$ cat src/cpd_pkg.sv
// Constants, opcode patterns and helper functions of the opcode decoder.
// Assumes the fetch queue offers the opcode byte and the byte after it together.
package cpd_pkg;
	localparam int           LEN_W       = 3;
	localparam int           POS_W       = 0;
	localparam int           POS_D       = 1;
	localparam int           POS_V       = 1;
	localparam int           POS_Z       = 0;
	localparam int           POS_MOD     = 6;
	localparam int           POS_REG     = 3;
	localparam logic [7:0]   MSK_FULL    = 8'hFF;
	localparam logic [7:0]   MSK_W       = 8'hFE;
	localparam logic [7:0]   MSK_DW      = 8'hFC;
	localparam logic [7:0]   OPC_BSUB_RM = 8'h18;
	localparam logic [7:0]   OPC_BSUB_AC = 8'h1C;
	localparam logic [7:0]   OPC_ASC_ADD = 8'h37;
	localparam logic [7:0]   OPC_BCD_ADD = 8'h27;
	localparam logic [7:0]   OPC_ASC_SUB = 8'h3F;
	localparam logic [7:0]   OPC_BCD_SUB = 8'h2F;
	localparam logic [7:0]   OPC_GRP_F6  = 8'hF6;
	localparam logic [7:0]   OPC_PFIX    = 8'hD4;
	localparam logic [7:0]   OPC_QFIX    = 8'hD5;
	localparam logic [7:0]   FIX_BASE    = 8'h0A;
	localparam logic [7:0]   OPC_EXT_B   = 8'h98;
	localparam logic [7:0]   OPC_EXT_W   = 8'h99;
	localparam logic [7:0]   OPC_SHIFT   = 8'hD0;
	localparam logic [7:0]   OPC_AND_RM  = 8'h20;
	localparam logic [7:0]   OPC_AND_ACC = 8'h24;
	localparam logic [7:0]   OPC_TST_RM  = 8'h84;
	localparam logic [7:0]   OPC_TST_ACC = 8'hA8;
	localparam logic [7:0]   OPC_SMOVE   = 8'hA4;
	localparam logic [7:0]   OPC_SCMP    = 8'hA6;
	localparam logic [7:0]   OPC_SSCAN   = 8'hAE;
	localparam logic [7:0]   OPC_SLOAD   = 8'hAC;
	localparam logic [7:0]   OPC_SSTORE  = 8'hAA;
	localparam logic [7:0]   OPC_ITER    = 8'hF2;
	localparam logic [7:0]   OPC_BR_NEAR = 8'hE9;
	localparam logic [7:0]   OPC_BR_SHRT = 8'hEB;
	localparam logic [7:0]   OPC_BR_FAR  = 8'hEA;
	localparam logic [7:0]   OPC_EXIT    = 8'hC3;
	localparam logic [7:0]   OPC_EXIT_D  = 8'hC2;
	localparam logic [7:0]   OPC_ALU_IMM = 8'h80;
	localparam logic [LEN_W-1:0] LEN_ONE   = 3'h1;
	localparam logic [LEN_W-1:0] LEN_TWO   = 3'h2;
	localparam logic [LEN_W-1:0] LEN_THREE = 3'h3;
	localparam logic [LEN_W-1:0] LEN_FAR   = 3'h5;

	typedef enum logic [5:0] {
		OP_UNKNOWN   = 6'h00, OP_BORROW_SUB = 6'h01, OP_ASCII_ADD = 6'h02, OP_BCD_ADD  = 6'h03,
		OP_ASCII_SUB = 6'h04, OP_BCD_SUB    = 6'h05, OP_TEST      = 6'h06, OP_INVERT   = 6'h07,
		OP_SIGN_CHG  = 6'h08, OP_UPRODUCT   = 6'h09, OP_SMULTIPLY = 6'h0A, OP_UQUOTIENT = 6'h0B,
		OP_SDIVIDE   = 6'h0C, OP_APROD_FIX  = 6'h0D, OP_AQUOT_FIX = 6'h0E, OP_BYTE_EXT = 6'h0F,
		OP_WORD_EXT  = 6'h10, OP_ROT_L      = 6'h11, OP_ROT_R     = 6'h12, OP_CROT_L   = 6'h13,
		OP_CROT_R    = 6'h14, OP_SHIFT_L    = 6'h15, OP_SHIFT_R   = 6'h16, OP_ASHIFT_R = 6'h17,
		OP_AND       = 6'h18, OP_STR_MOVE   = 6'h19, OP_STR_CMP   = 6'h1A, OP_STR_SCAN = 6'h1B,
		OP_STR_LOAD  = 6'h1C, OP_STR_STORE  = 6'h1D, OP_ITER_PFX  = 6'h1E, OP_BR_NEAR  = 6'h1F,
		OP_BR_SHORT  = 6'h20, OP_BR_FAR     = 6'h21, OP_CALL_EXIT = 6'h22, OP_ALU_IMM  = 6'h23
	} cpd_op_t;

	typedef enum logic [1:0] {
		FSM_PLAIN = 2'b01,
		FSM_PFX   = 2'b10
	} cpd_fsm_t;

	function automatic logic cpd_match(input logic [7:0] b, input logic [7:0] m, input logic [7:0] v);
		return (b & m) == v;
	endfunction

	function automatic logic [1:0] cpd_imm_bytes(input logic w);
		return w ? 2'h2 : 2'h1;
	endfunction

	// Direct address form (mod 00, r/m 110) carries a full displacement
	function automatic logic [1:0] cpd_disp_bytes(input logic [7:0] modrm);
		case (modrm[7:6])
			2'h1: return 2'h1;
			2'h2: return 2'h2;
			2'h0: return (modrm[2:0] == 3'h6) ? 2'h2 : 2'h0;
			default: return 2'h0;
		endcase
	endfunction
endpackage

$ cat src/cpd_len_if.sv
// Carrier between the decoder and its length calculator.
// Assumes both ends share one clock; the path is purely combinational.
`timescale 1ns/1ps
interface cpd_len_if;
	import cpd_pkg::*;
	logic                 has_modrm;
	logic [7:0]           modrm;
	logic [1:0]           imm_bytes;
	logic [LEN_W-1:0]     base_len;
	logic [LEN_W-1:0]     total_len;
	modport req  (output has_modrm, output modrm, output imm_bytes, output base_len, input total_len);
	modport calc (input has_modrm, input modrm, input imm_bytes, input base_len, output total_len);
endinterface

$ cat src/cpd_len_calc.sv
// Instruction length calculator of the opcode decoder.
// Assumes the opcode logic has already classified the addressing byte and data bytes.
`timescale 1ns/1ps
module cpd_len_calc (
	cpd_len_if.calc lif
);
	import cpd_pkg::*;

	logic [1:0] disp;

	always_comb begin
		disp = lif.has_modrm ? cpd_disp_bytes(lif.modrm) : 2'h0;
		// Displacement precedes the data bytes, so both simply add
		lif.total_len = lif.base_len + LEN_W'(lif.has_modrm) + LEN_W'(disp) + LEN_W'(lif.imm_bytes);
	end
endmodule // cpd_len_calc

$ cat src/cpd_opcode_decoder.sv
// Opcode decoder for arithmetic, logic, string and control-transfer instructions.
// Assumes the fetch queue presents an opcode byte and its following byte in one cycle.
`timescale 1ns/1ps
module cpd_opcode_decoder (
	input  wire logic             clk_sys,
	input  wire logic             nrst,
	input  wire logic             in_valid,
	input  wire logic [7:0]       in_byte0,
	input  wire logic [7:0]       in_byte1,
	output logic                  dec_valid,
	output cpd_pkg::cpd_op_t      dec_op,
	output logic                  dec_word,
	output logic                  dec_dir,
	output logic                  dec_count_cl,
	output logic                  dec_flags_only,
	output logic                  dec_has_modrm,
	output logic [2:0]            dec_alu_sel,
	output logic                  dec_pfx_active,
	output logic                  dec_pfx_zf,
	output logic [cpd_pkg::LEN_W-1:0] dec_len,
	output logic                  dec_illegal
);
	import cpd_pkg::*;

	typedef struct packed {
		logic             valid;
		cpd_op_t          op;
		logic             word;
		logic             dir;
		logic             count_cl;
		logic             flags_only;
		logic             has_modrm;
		logic [2:0]       alu_sel;
		logic             pfx_active;
		logic             pfx_zf;
		logic [LEN_W-1:0] len;
		logic             illegal;
		cpd_fsm_t         fsm;
		logic             pend_zf;
	} cpd_state_t;

	localparam cpd_state_t STATE_RST = '{valid: 1'b0, op: OP_UNKNOWN, word: 1'b0, dir: 1'b0,
		count_cl: 1'b0, flags_only: 1'b0, has_modrm: 1'b0, alu_sel: 3'h0, pfx_active: 1'b0,
		pfx_zf: 1'b0, len: 3'h0, illegal: 1'b0, fsm: FSM_PLAIN, pend_zf: 1'b0};

	cpd_state_t       s;
	cpd_state_t       next_s;
	cpd_len_if        lif ();
	logic [2:0]       fld;
	logic [1:0]       imm;
	logic [LEN_W-1:0] base;
	logic             modrm;
	logic             is_str;

	cpd_len_calc u_len (
		.lif (lif.calc)
	);

	assign lif.has_modrm = modrm;
	assign lif.modrm     = in_byte1;
	assign lif.imm_bytes = imm;
	assign lif.base_len  = base;

	always_comb begin
		next_s       = s;
		fld          = in_byte1[POS_REG +: 3];
		imm          = 2'h0;
		base         = LEN_ONE;
		modrm        = 1'b0;
		is_str       = 1'b0;
		next_s.valid = in_valid;
		next_s.op         = OP_UNKNOWN;
		next_s.word       = in_byte0[POS_W];
		next_s.dir        = 1'b0;
		next_s.count_cl   = 1'b0;
		next_s.flags_only = 1'b0;
		next_s.alu_sel    = 3'h0;
		next_s.illegal    = 1'b0;
		next_s.pfx_active = 1'b0;
		next_s.pfx_zf     = 1'b0;
		if (cpd_match(in_byte0, MSK_DW, OPC_BSUB_RM)) begin
			next_s.op  = OP_BORROW_SUB;
			next_s.dir = in_byte0[POS_D];
			modrm      = 1'b1;
		end else if (cpd_match(in_byte0, MSK_W, OPC_BSUB_AC)) begin
			next_s.op = OP_BORROW_SUB;
			imm       = cpd_imm_bytes(in_byte0[POS_W]);
		end else if (in_byte0 == OPC_ASC_ADD) begin
			next_s.op = OP_ASCII_ADD;
		end else if (in_byte0 == OPC_BCD_ADD) begin
			next_s.op = OP_BCD_ADD;
		end else if (in_byte0 == OPC_ASC_SUB) begin
			next_s.op = OP_ASCII_SUB;
		end else if (in_byte0 == OPC_BCD_SUB) begin
			next_s.op = OP_BCD_SUB;
		end else if (cpd_match(in_byte0, MSK_W, OPC_GRP_F6)) begin
			modrm = 1'b1;
			case (fld)
				3'h0: begin
					next_s.op         = OP_TEST;
					next_s.flags_only = 1'b1;
					imm               = cpd_imm_bytes(in_byte0[POS_W]);
				end
				3'h2: next_s.op = OP_INVERT;
				3'h3: next_s.op = OP_SIGN_CHG;
				3'h4: next_s.op = OP_UPRODUCT;
				3'h5: next_s.op = OP_SMULTIPLY;
				3'h6: next_s.op = OP_UQUOTIENT;
				3'h7: next_s.op = OP_SDIVIDE;
				default: next_s.illegal = 1'b1;
			endcase
		end else if (in_byte0 == OPC_PFIX || in_byte0 == OPC_QFIX) begin
			// Both bytes leave the queue together; a wrong second byte is flagged
			next_s.op      = (in_byte0 == OPC_PFIX) ? OP_APROD_FIX : OP_AQUOT_FIX;
			base           = LEN_TWO;
			next_s.illegal = (in_byte1 != FIX_BASE);
		end else if (in_byte0 == OPC_EXT_B) begin
			next_s.op = OP_BYTE_EXT;
		end else if (in_byte0 == OPC_EXT_W) begin
			next_s.op = OP_WORD_EXT;
		end else if (cpd_match(in_byte0, MSK_DW, OPC_SHIFT)) begin
			modrm           = 1'b1;
			next_s.count_cl = in_byte0[POS_V];
			case (fld)
				3'h0: next_s.op = OP_ROT_L;
				3'h1: next_s.op = OP_ROT_R;
				3'h2: next_s.op = OP_CROT_L;
				3'h3: next_s.op = OP_CROT_R;
				3'h4: next_s.op = OP_SHIFT_L;
				3'h5: next_s.op = OP_SHIFT_R;
				3'h7: next_s.op = OP_ASHIFT_R;
				default: next_s.illegal = 1'b1;
			endcase
		end else if (cpd_match(in_byte0, MSK_DW, OPC_AND_RM)) begin
			next_s.op  = OP_AND;
			next_s.dir = in_byte0[POS_D];
			modrm      = 1'b1;
		end else if (cpd_match(in_byte0, MSK_W, OPC_AND_ACC)) begin
			next_s.op = OP_AND;
			imm       = cpd_imm_bytes(in_byte0[POS_W]);
		end else if (cpd_match(in_byte0, MSK_W, OPC_TST_RM)) begin
			next_s.op         = OP_TEST;
			next_s.flags_only = 1'b1;
			modrm             = 1'b1;
		end else if (cpd_match(in_byte0, MSK_W, OPC_TST_ACC)) begin
			next_s.op         = OP_TEST;
			next_s.flags_only = 1'b1;
			imm               = cpd_imm_bytes(in_byte0[POS_W]);
		end else if (cpd_match(in_byte0, MSK_W, OPC_SMOVE)) begin
			next_s.op = OP_STR_MOVE;
			is_str    = 1'b1;
		end else if (cpd_match(in_byte0, MSK_W, OPC_SCMP)) begin
			next_s.op = OP_STR_CMP;
			is_str    = 1'b1;
		end else if (cpd_match(in_byte0, MSK_W, OPC_SSCAN)) begin
			next_s.op = OP_STR_SCAN;
			is_str    = 1'b1;
		end else if (cpd_match(in_byte0, MSK_W, OPC_SLOAD)) begin
			next_s.op = OP_STR_LOAD;
			is_str    = 1'b1;
		end else if (cpd_match(in_byte0, MSK_W, OPC_SSTORE)) begin
			next_s.op = OP_STR_STORE;
			is_str    = 1'b1;
		end else if (cpd_match(in_byte0, MSK_W, OPC_ITER)) begin
			next_s.op = OP_ITER_PFX;
		end else if (in_byte0 == OPC_BR_NEAR) begin
			next_s.op = OP_BR_NEAR;
			base      = LEN_THREE;
		end else if (in_byte0 == OPC_BR_SHRT) begin
			next_s.op = OP_BR_SHORT;
			base      = LEN_TWO;
		end else if (in_byte0 == OPC_BR_FAR) begin
			next_s.op = OP_BR_FAR;
			base      = LEN_FAR;
		end else if (in_byte0 == OPC_EXIT) begin
			next_s.op = OP_CALL_EXIT;
		end else if (in_byte0 == OPC_EXIT_D) begin
			next_s.op = OP_CALL_EXIT;
			base      = LEN_THREE;
		end else if (cpd_match(in_byte0, MSK_DW, OPC_ALU_IMM)) begin
			// Sign-extended form s:w = 11 carries a single data byte
			next_s.op      = OP_ALU_IMM;
			next_s.alu_sel = fld;
			modrm          = 1'b1;
			imm            = (in_byte0[1:0] == 2'h1) ? 2'h2 : 2'h1;
		end else begin
			next_s.illegal = 1'b1;
		end
		next_s.has_modrm = modrm;
		next_s.len       = lif.total_len;
		// A pending prefix is used by the next instruction only; other opcodes drop it
		if (in_valid) begin
			if (next_s.op == OP_ITER_PFX) begin
				next_s.fsm     = FSM_PFX;
				next_s.pend_zf = in_byte0[POS_Z];
			end else begin
				next_s.fsm = FSM_PLAIN;
				if (s.fsm == FSM_PFX && is_str) begin
					next_s.pfx_active = 1'b1;
					next_s.pfx_zf     = (next_s.op == OP_STR_CMP || next_s.op == OP_STR_SCAN) && s.pend_zf;
				end
			end
		end
		case (s.fsm)
			FSM_PLAIN, FSM_PFX: ;
			default: next_s.fsm = FSM_PLAIN;
		endcase
	end

	always_ff @(posedge clk_sys or negedge nrst) begin
		if (!nrst) begin
			s <= STATE_RST;
		end else begin
			s <= next_s;
		end
	end

	assign dec_valid      = s.valid;
	assign dec_op         = s.op;
	assign dec_word       = s.word;
	assign dec_dir        = s.dir;
	assign dec_count_cl   = s.count_cl;
	assign dec_flags_only = s.flags_only;
	assign dec_has_modrm  = s.has_modrm;
	assign dec_alu_sel    = s.alu_sel;
	assign dec_pfx_active = s.pfx_active;
	assign dec_pfx_zf     = s.pfx_zf;
	assign dec_len        = s.len;
	assign dec_illegal    = s.illegal;
endmodule // cpd_opcode_decoder

$ cat config.mk
export PLATFORM = sky130hd
export DESIGN_NAME = cpd_opcode_decoder
export DESIGN_NICKNAME = d
export VERILOG_FILES = /design/src/cpd_pkg.sv /design/src/cpd_len_if.sv /design/src/cpd_len_calc.sv /design/src/cpd_opcode_decoder.sv
export SDC_FILE = /design/constraint.sdc
export NUM_CORES = 1
export LEC_CHECK = 0
export BUFFER_PORTS_ARGS = -buffer_cell sky130_fd_sc_hd__clkbuf_2
export CAP_MARGIN = 15
export CORE_MARGIN = 2
export CORE_UTILIZATION = 38
export DETAILED_ROUTE_END_ITERATION = 8
export SLEW_MARGIN = 20
export SYNTH_ARGS = -nofsm -noshare
export SYNTH_HDL_FRONTEND = slang
export SYNTH_SLANG_ARGS = --single-unit
$ cat constraint.sdc
create_clock -name clk_sys -period 1.2 [get_ports clk_sys]
set_input_delay 0.18 -clock clk_sys [delete_from_list [all_inputs] [get_ports clk_sys]]
set_output_delay 0.18 -clock clk_sys [all_outputs]
set_load 0.005 [all_outputs]
==> results.json <==
{
  "power_leakage_nw": 1.40,
  "final_nets": 333,
  "grt_busiest_layer": "met2",
  "violations": "setup timing",
  "wirelength_mm": 6.11,
  "drv_cap": 0,
  "final_layout_size_suffix_gt1_share_pct": 54.2,
  "p_per_area_nw_per_um2": 639,
  "min_path_type": "input port to flop",
  "grt_max_degree": 25,
  "drv_slew": 0,
  "yosys.area_share.simple_pct": 28.1,
  "synth-compound-area-share_pct": 21.0,
  "cts_tree": "done",
  "required_ns": 1.35,
  "num_rows": 25,
  "gp_congestion": 0.928,
  "final_common_cell": "buf_4",
  "core_um2": 4660,
  "final-setup-viol-count": 11,
  "synthMuxAreaShare_pct": 0,
  "grt_usage_pct": 23.3,
  "total_power_w": 0.00192,
  "worst_slack_ns": -1.19,
  "final_cell_area_um2": 3010,
  "synth_top_area_cell": "dfrtp_1",
  "synth_top_family_by_area": "simple AND/OR/NAND/NOR gates",
  "yosysWarnings": 0,
  "hold_path_depth": 1,
  "final_cell_mix": "buf_4 (62), clkbuf_2 (33), dfrtp_1 (23), nand2_1 (13), nor2_1 (13)",
  "fin_worst_skew_ns": 0.000766,
  "yosys.cell_types.count": 57,
  "pin_count": 40,
  "critPathMaxFanout": 5,
  "grt_pass1_vias": 2024,
  "ys_top_cells_by_area": "dfrtp_1 (32%), buf_4 (5.4%), fa_1 (3.3%), nor2_1 (3.3%), nand2b_1 (3.1%)",
  "synth-edff-count": 0,
  "synthAdderAreaFrac_pct": 4.67,
  "hold_viol_final": 0,
  "antenna_cells": 0,
  "clkTransAtPathRegs_ns": 0.08,
  "vdd_drop_max_mv": 0.316,
  "drtIter0Drc": 160,
  "use_met3_pct": 1.80,
  "clk_path_buf_depth": 2,
  "setup_tns_ns": -5.87,
  "cts_sinks": 24,
  "ff2ff_path_depth": 5,
  "synthFlopType": "dfrtp_1",
  "rsz0062_at_grt": "true",
  "worstMarginPinSlew_ns": 0.579,
  "syn_area_um2": 1820,
  "endpoint_kind": "flop",
  "async_reset_ff_share_pct": 100,
  "post_drt_wl_per_cell_um": 16.9,
  "h-tree-depth": 1,
  "netlist_instances": 214,
  "viasPerCell": 5.64,
  "die_h_um": 73.2,
  "numCtsBuffers": 3,
  "max_freq_mhz": 418,
  "fin_crit_ns": 2.39,
  "hpwl_mm": 4.25,
  "max_slew_margin_pct": 61.4,
  "final_core_util_pct": 64.7,
  "initial_core_util_pct": 39.1,
  "whs_ns": 0.0798,
  "synth-seq-cells": 24,
  "dpl_cell_area_um2": 2500,
  "use_met1_pct": 31.5,
  "insertion_delay_ns": 0.25,
  "die_w_um": 73.2,
  "cp.arrival_ns": 2.54,
  "min_period_over_period_pct": 199,
  "io_buffers": 39,
  "drtPass1Iterations": 5,
  "die-area_um2": 5360,
  "status": "finished with violations",
  "vias": 2040,
  "overflow": 0,
  "syn_area_per_cell_um2": 8.51,
  "synthesis.nets": 238,
  "drc": 0,
  "synth_top_area_share_pct": 31.6,
  "syn2layout_area_growth_pct": 65.6,
  "cts_root_buf": "clkbuf_8",
  "synthXorXnorAreaFrac_pct": 2.89,
  "antenna_found_initial": 0,
  "grt_pass1_wl_mm": 9.80,
  "ant_nets": 0,
  "grtUsageMet2_pct": 39.9,
  "crit_path_start_kind": "input port",
  "critPathKind": "input port to flop",
  "seq_area_frac_synth_pct": 33.1
}
[cell usage after synthesis, drive strengths merged (3+ instances only)]
| master | n |
|---|---|
| dfrtp | 23 |
| buf | 22 |
| nor2 | 16 |
| nand2 | 14 |
| o21ai | 10 |
| nand2b | 9 |
| a21oi | 7 |
| inv | 7 |
| nor3 | 7 |
| and3 | 6 |
| or2 | 6 |
| a221oi | 5 |
| clkbuf | 5 |
| nand3 | 5 |
| nor2b | 5 |
| xnor2 | 5 |
| and2 | 4 |
| nor4 | 4 |
| and3b | 3 |
| fa | 3 |
| nand3b | 3 |
| o22ai | 3 |
| or3 | 3 |
[path summary, 6_finish.rpt]
kind | start | end | slack [ns]
worst max-delay path | in_byte0[3] | dec_len[2] | -1.19
worst min-delay path | in_valid | dec_valid | 0.08
worst max register to register | s[1] | dec_pfx_zf | 0.08
worst min register to register | s[0] | s[0] | 0.48
max in group asynchronous | nrst | dec_op[3] | 0.37
min in group asynchronous | nrst | dec_len[0] | 0.44
[stage by stage]
step / instances / setup WS [ns]
floorplan: 214 / -1.32
global placement: 345 / -1.52
detailed placement: 345 / -1.58
CTS: 368 / -1.14
global route: 362 / -1.24
finish: 362 / -1.19
[critical path: stages]
cell	delay [ns]
clkbuf_16	0.13
and3b_1	0.21
o21a_4	0.23
o22ai_2	0.10
nand3b_1	0.16
buf_4	0.18
fa_1	0.54
ha_2	0.17
inv_2	0.03
fa_2	0.35
xnor2_2	0.15
xnor2_1	0.13
[area by class of cell]
| class | count | area [um2] |
|---|---|---|
| fillers | 374 | 1650 |
| multi-input cells | 156 | 1340 |
| repair buffers | 117 | 935 |
| flip-flops and latches | 24 | 602 |
| well taps | 54 | 67.6 |
| clock buffers | 4 | 45.0 |
| inverters | 7 | 26.3 |
[where the power goes]
| part | leakage [nW] | switching, W | internal [W] |
|---|---|---|---|
| registers | 0.315 | 0.00000829 | 0.000838 |
| clock network | 0.0228 | 0.000231 | 0.000236 |
| logic | 1.06 | 0.000302 | 0.000309 |
[logic make-up (layout without fill, tap and decap cells)]
family | Yosys count | count (layout)
and+or+nand+nor | 92 | 92
AOI/OAI and AO/OA | 53 | 53
buffers and inverters | 34 | 128
DFF | 24 | 24
xor gates and xnor gates | 6 | 6
adders and majority gates | 5 | 5
[sequential cells by signal, summed over array words and instances (netlist names), 3 cells and up]
signal / count
dec_op: 6
dec_alu_sel: 3
s: 3
dec_len: 3
[timing repair]
item | in CTS | in global routing
pin swaps | 12 | 15
setup buffers | 19 | 2
setup endpoints to repair | 11 | 13
resized for setup | 56 | 22
hold buffers | 1 | 0
hold endpoints to repair | 23 | 0
[routing by layer]
layer / vias to the layer above / part of all wire, %
met5: - / 0
met4: 0 / 2.5
met3: 14 / 5.3
met2: 87 / 49
met1: 982 / 43
li1: 957 / -
Note: power is estimated with default switching activity, not from simulation.
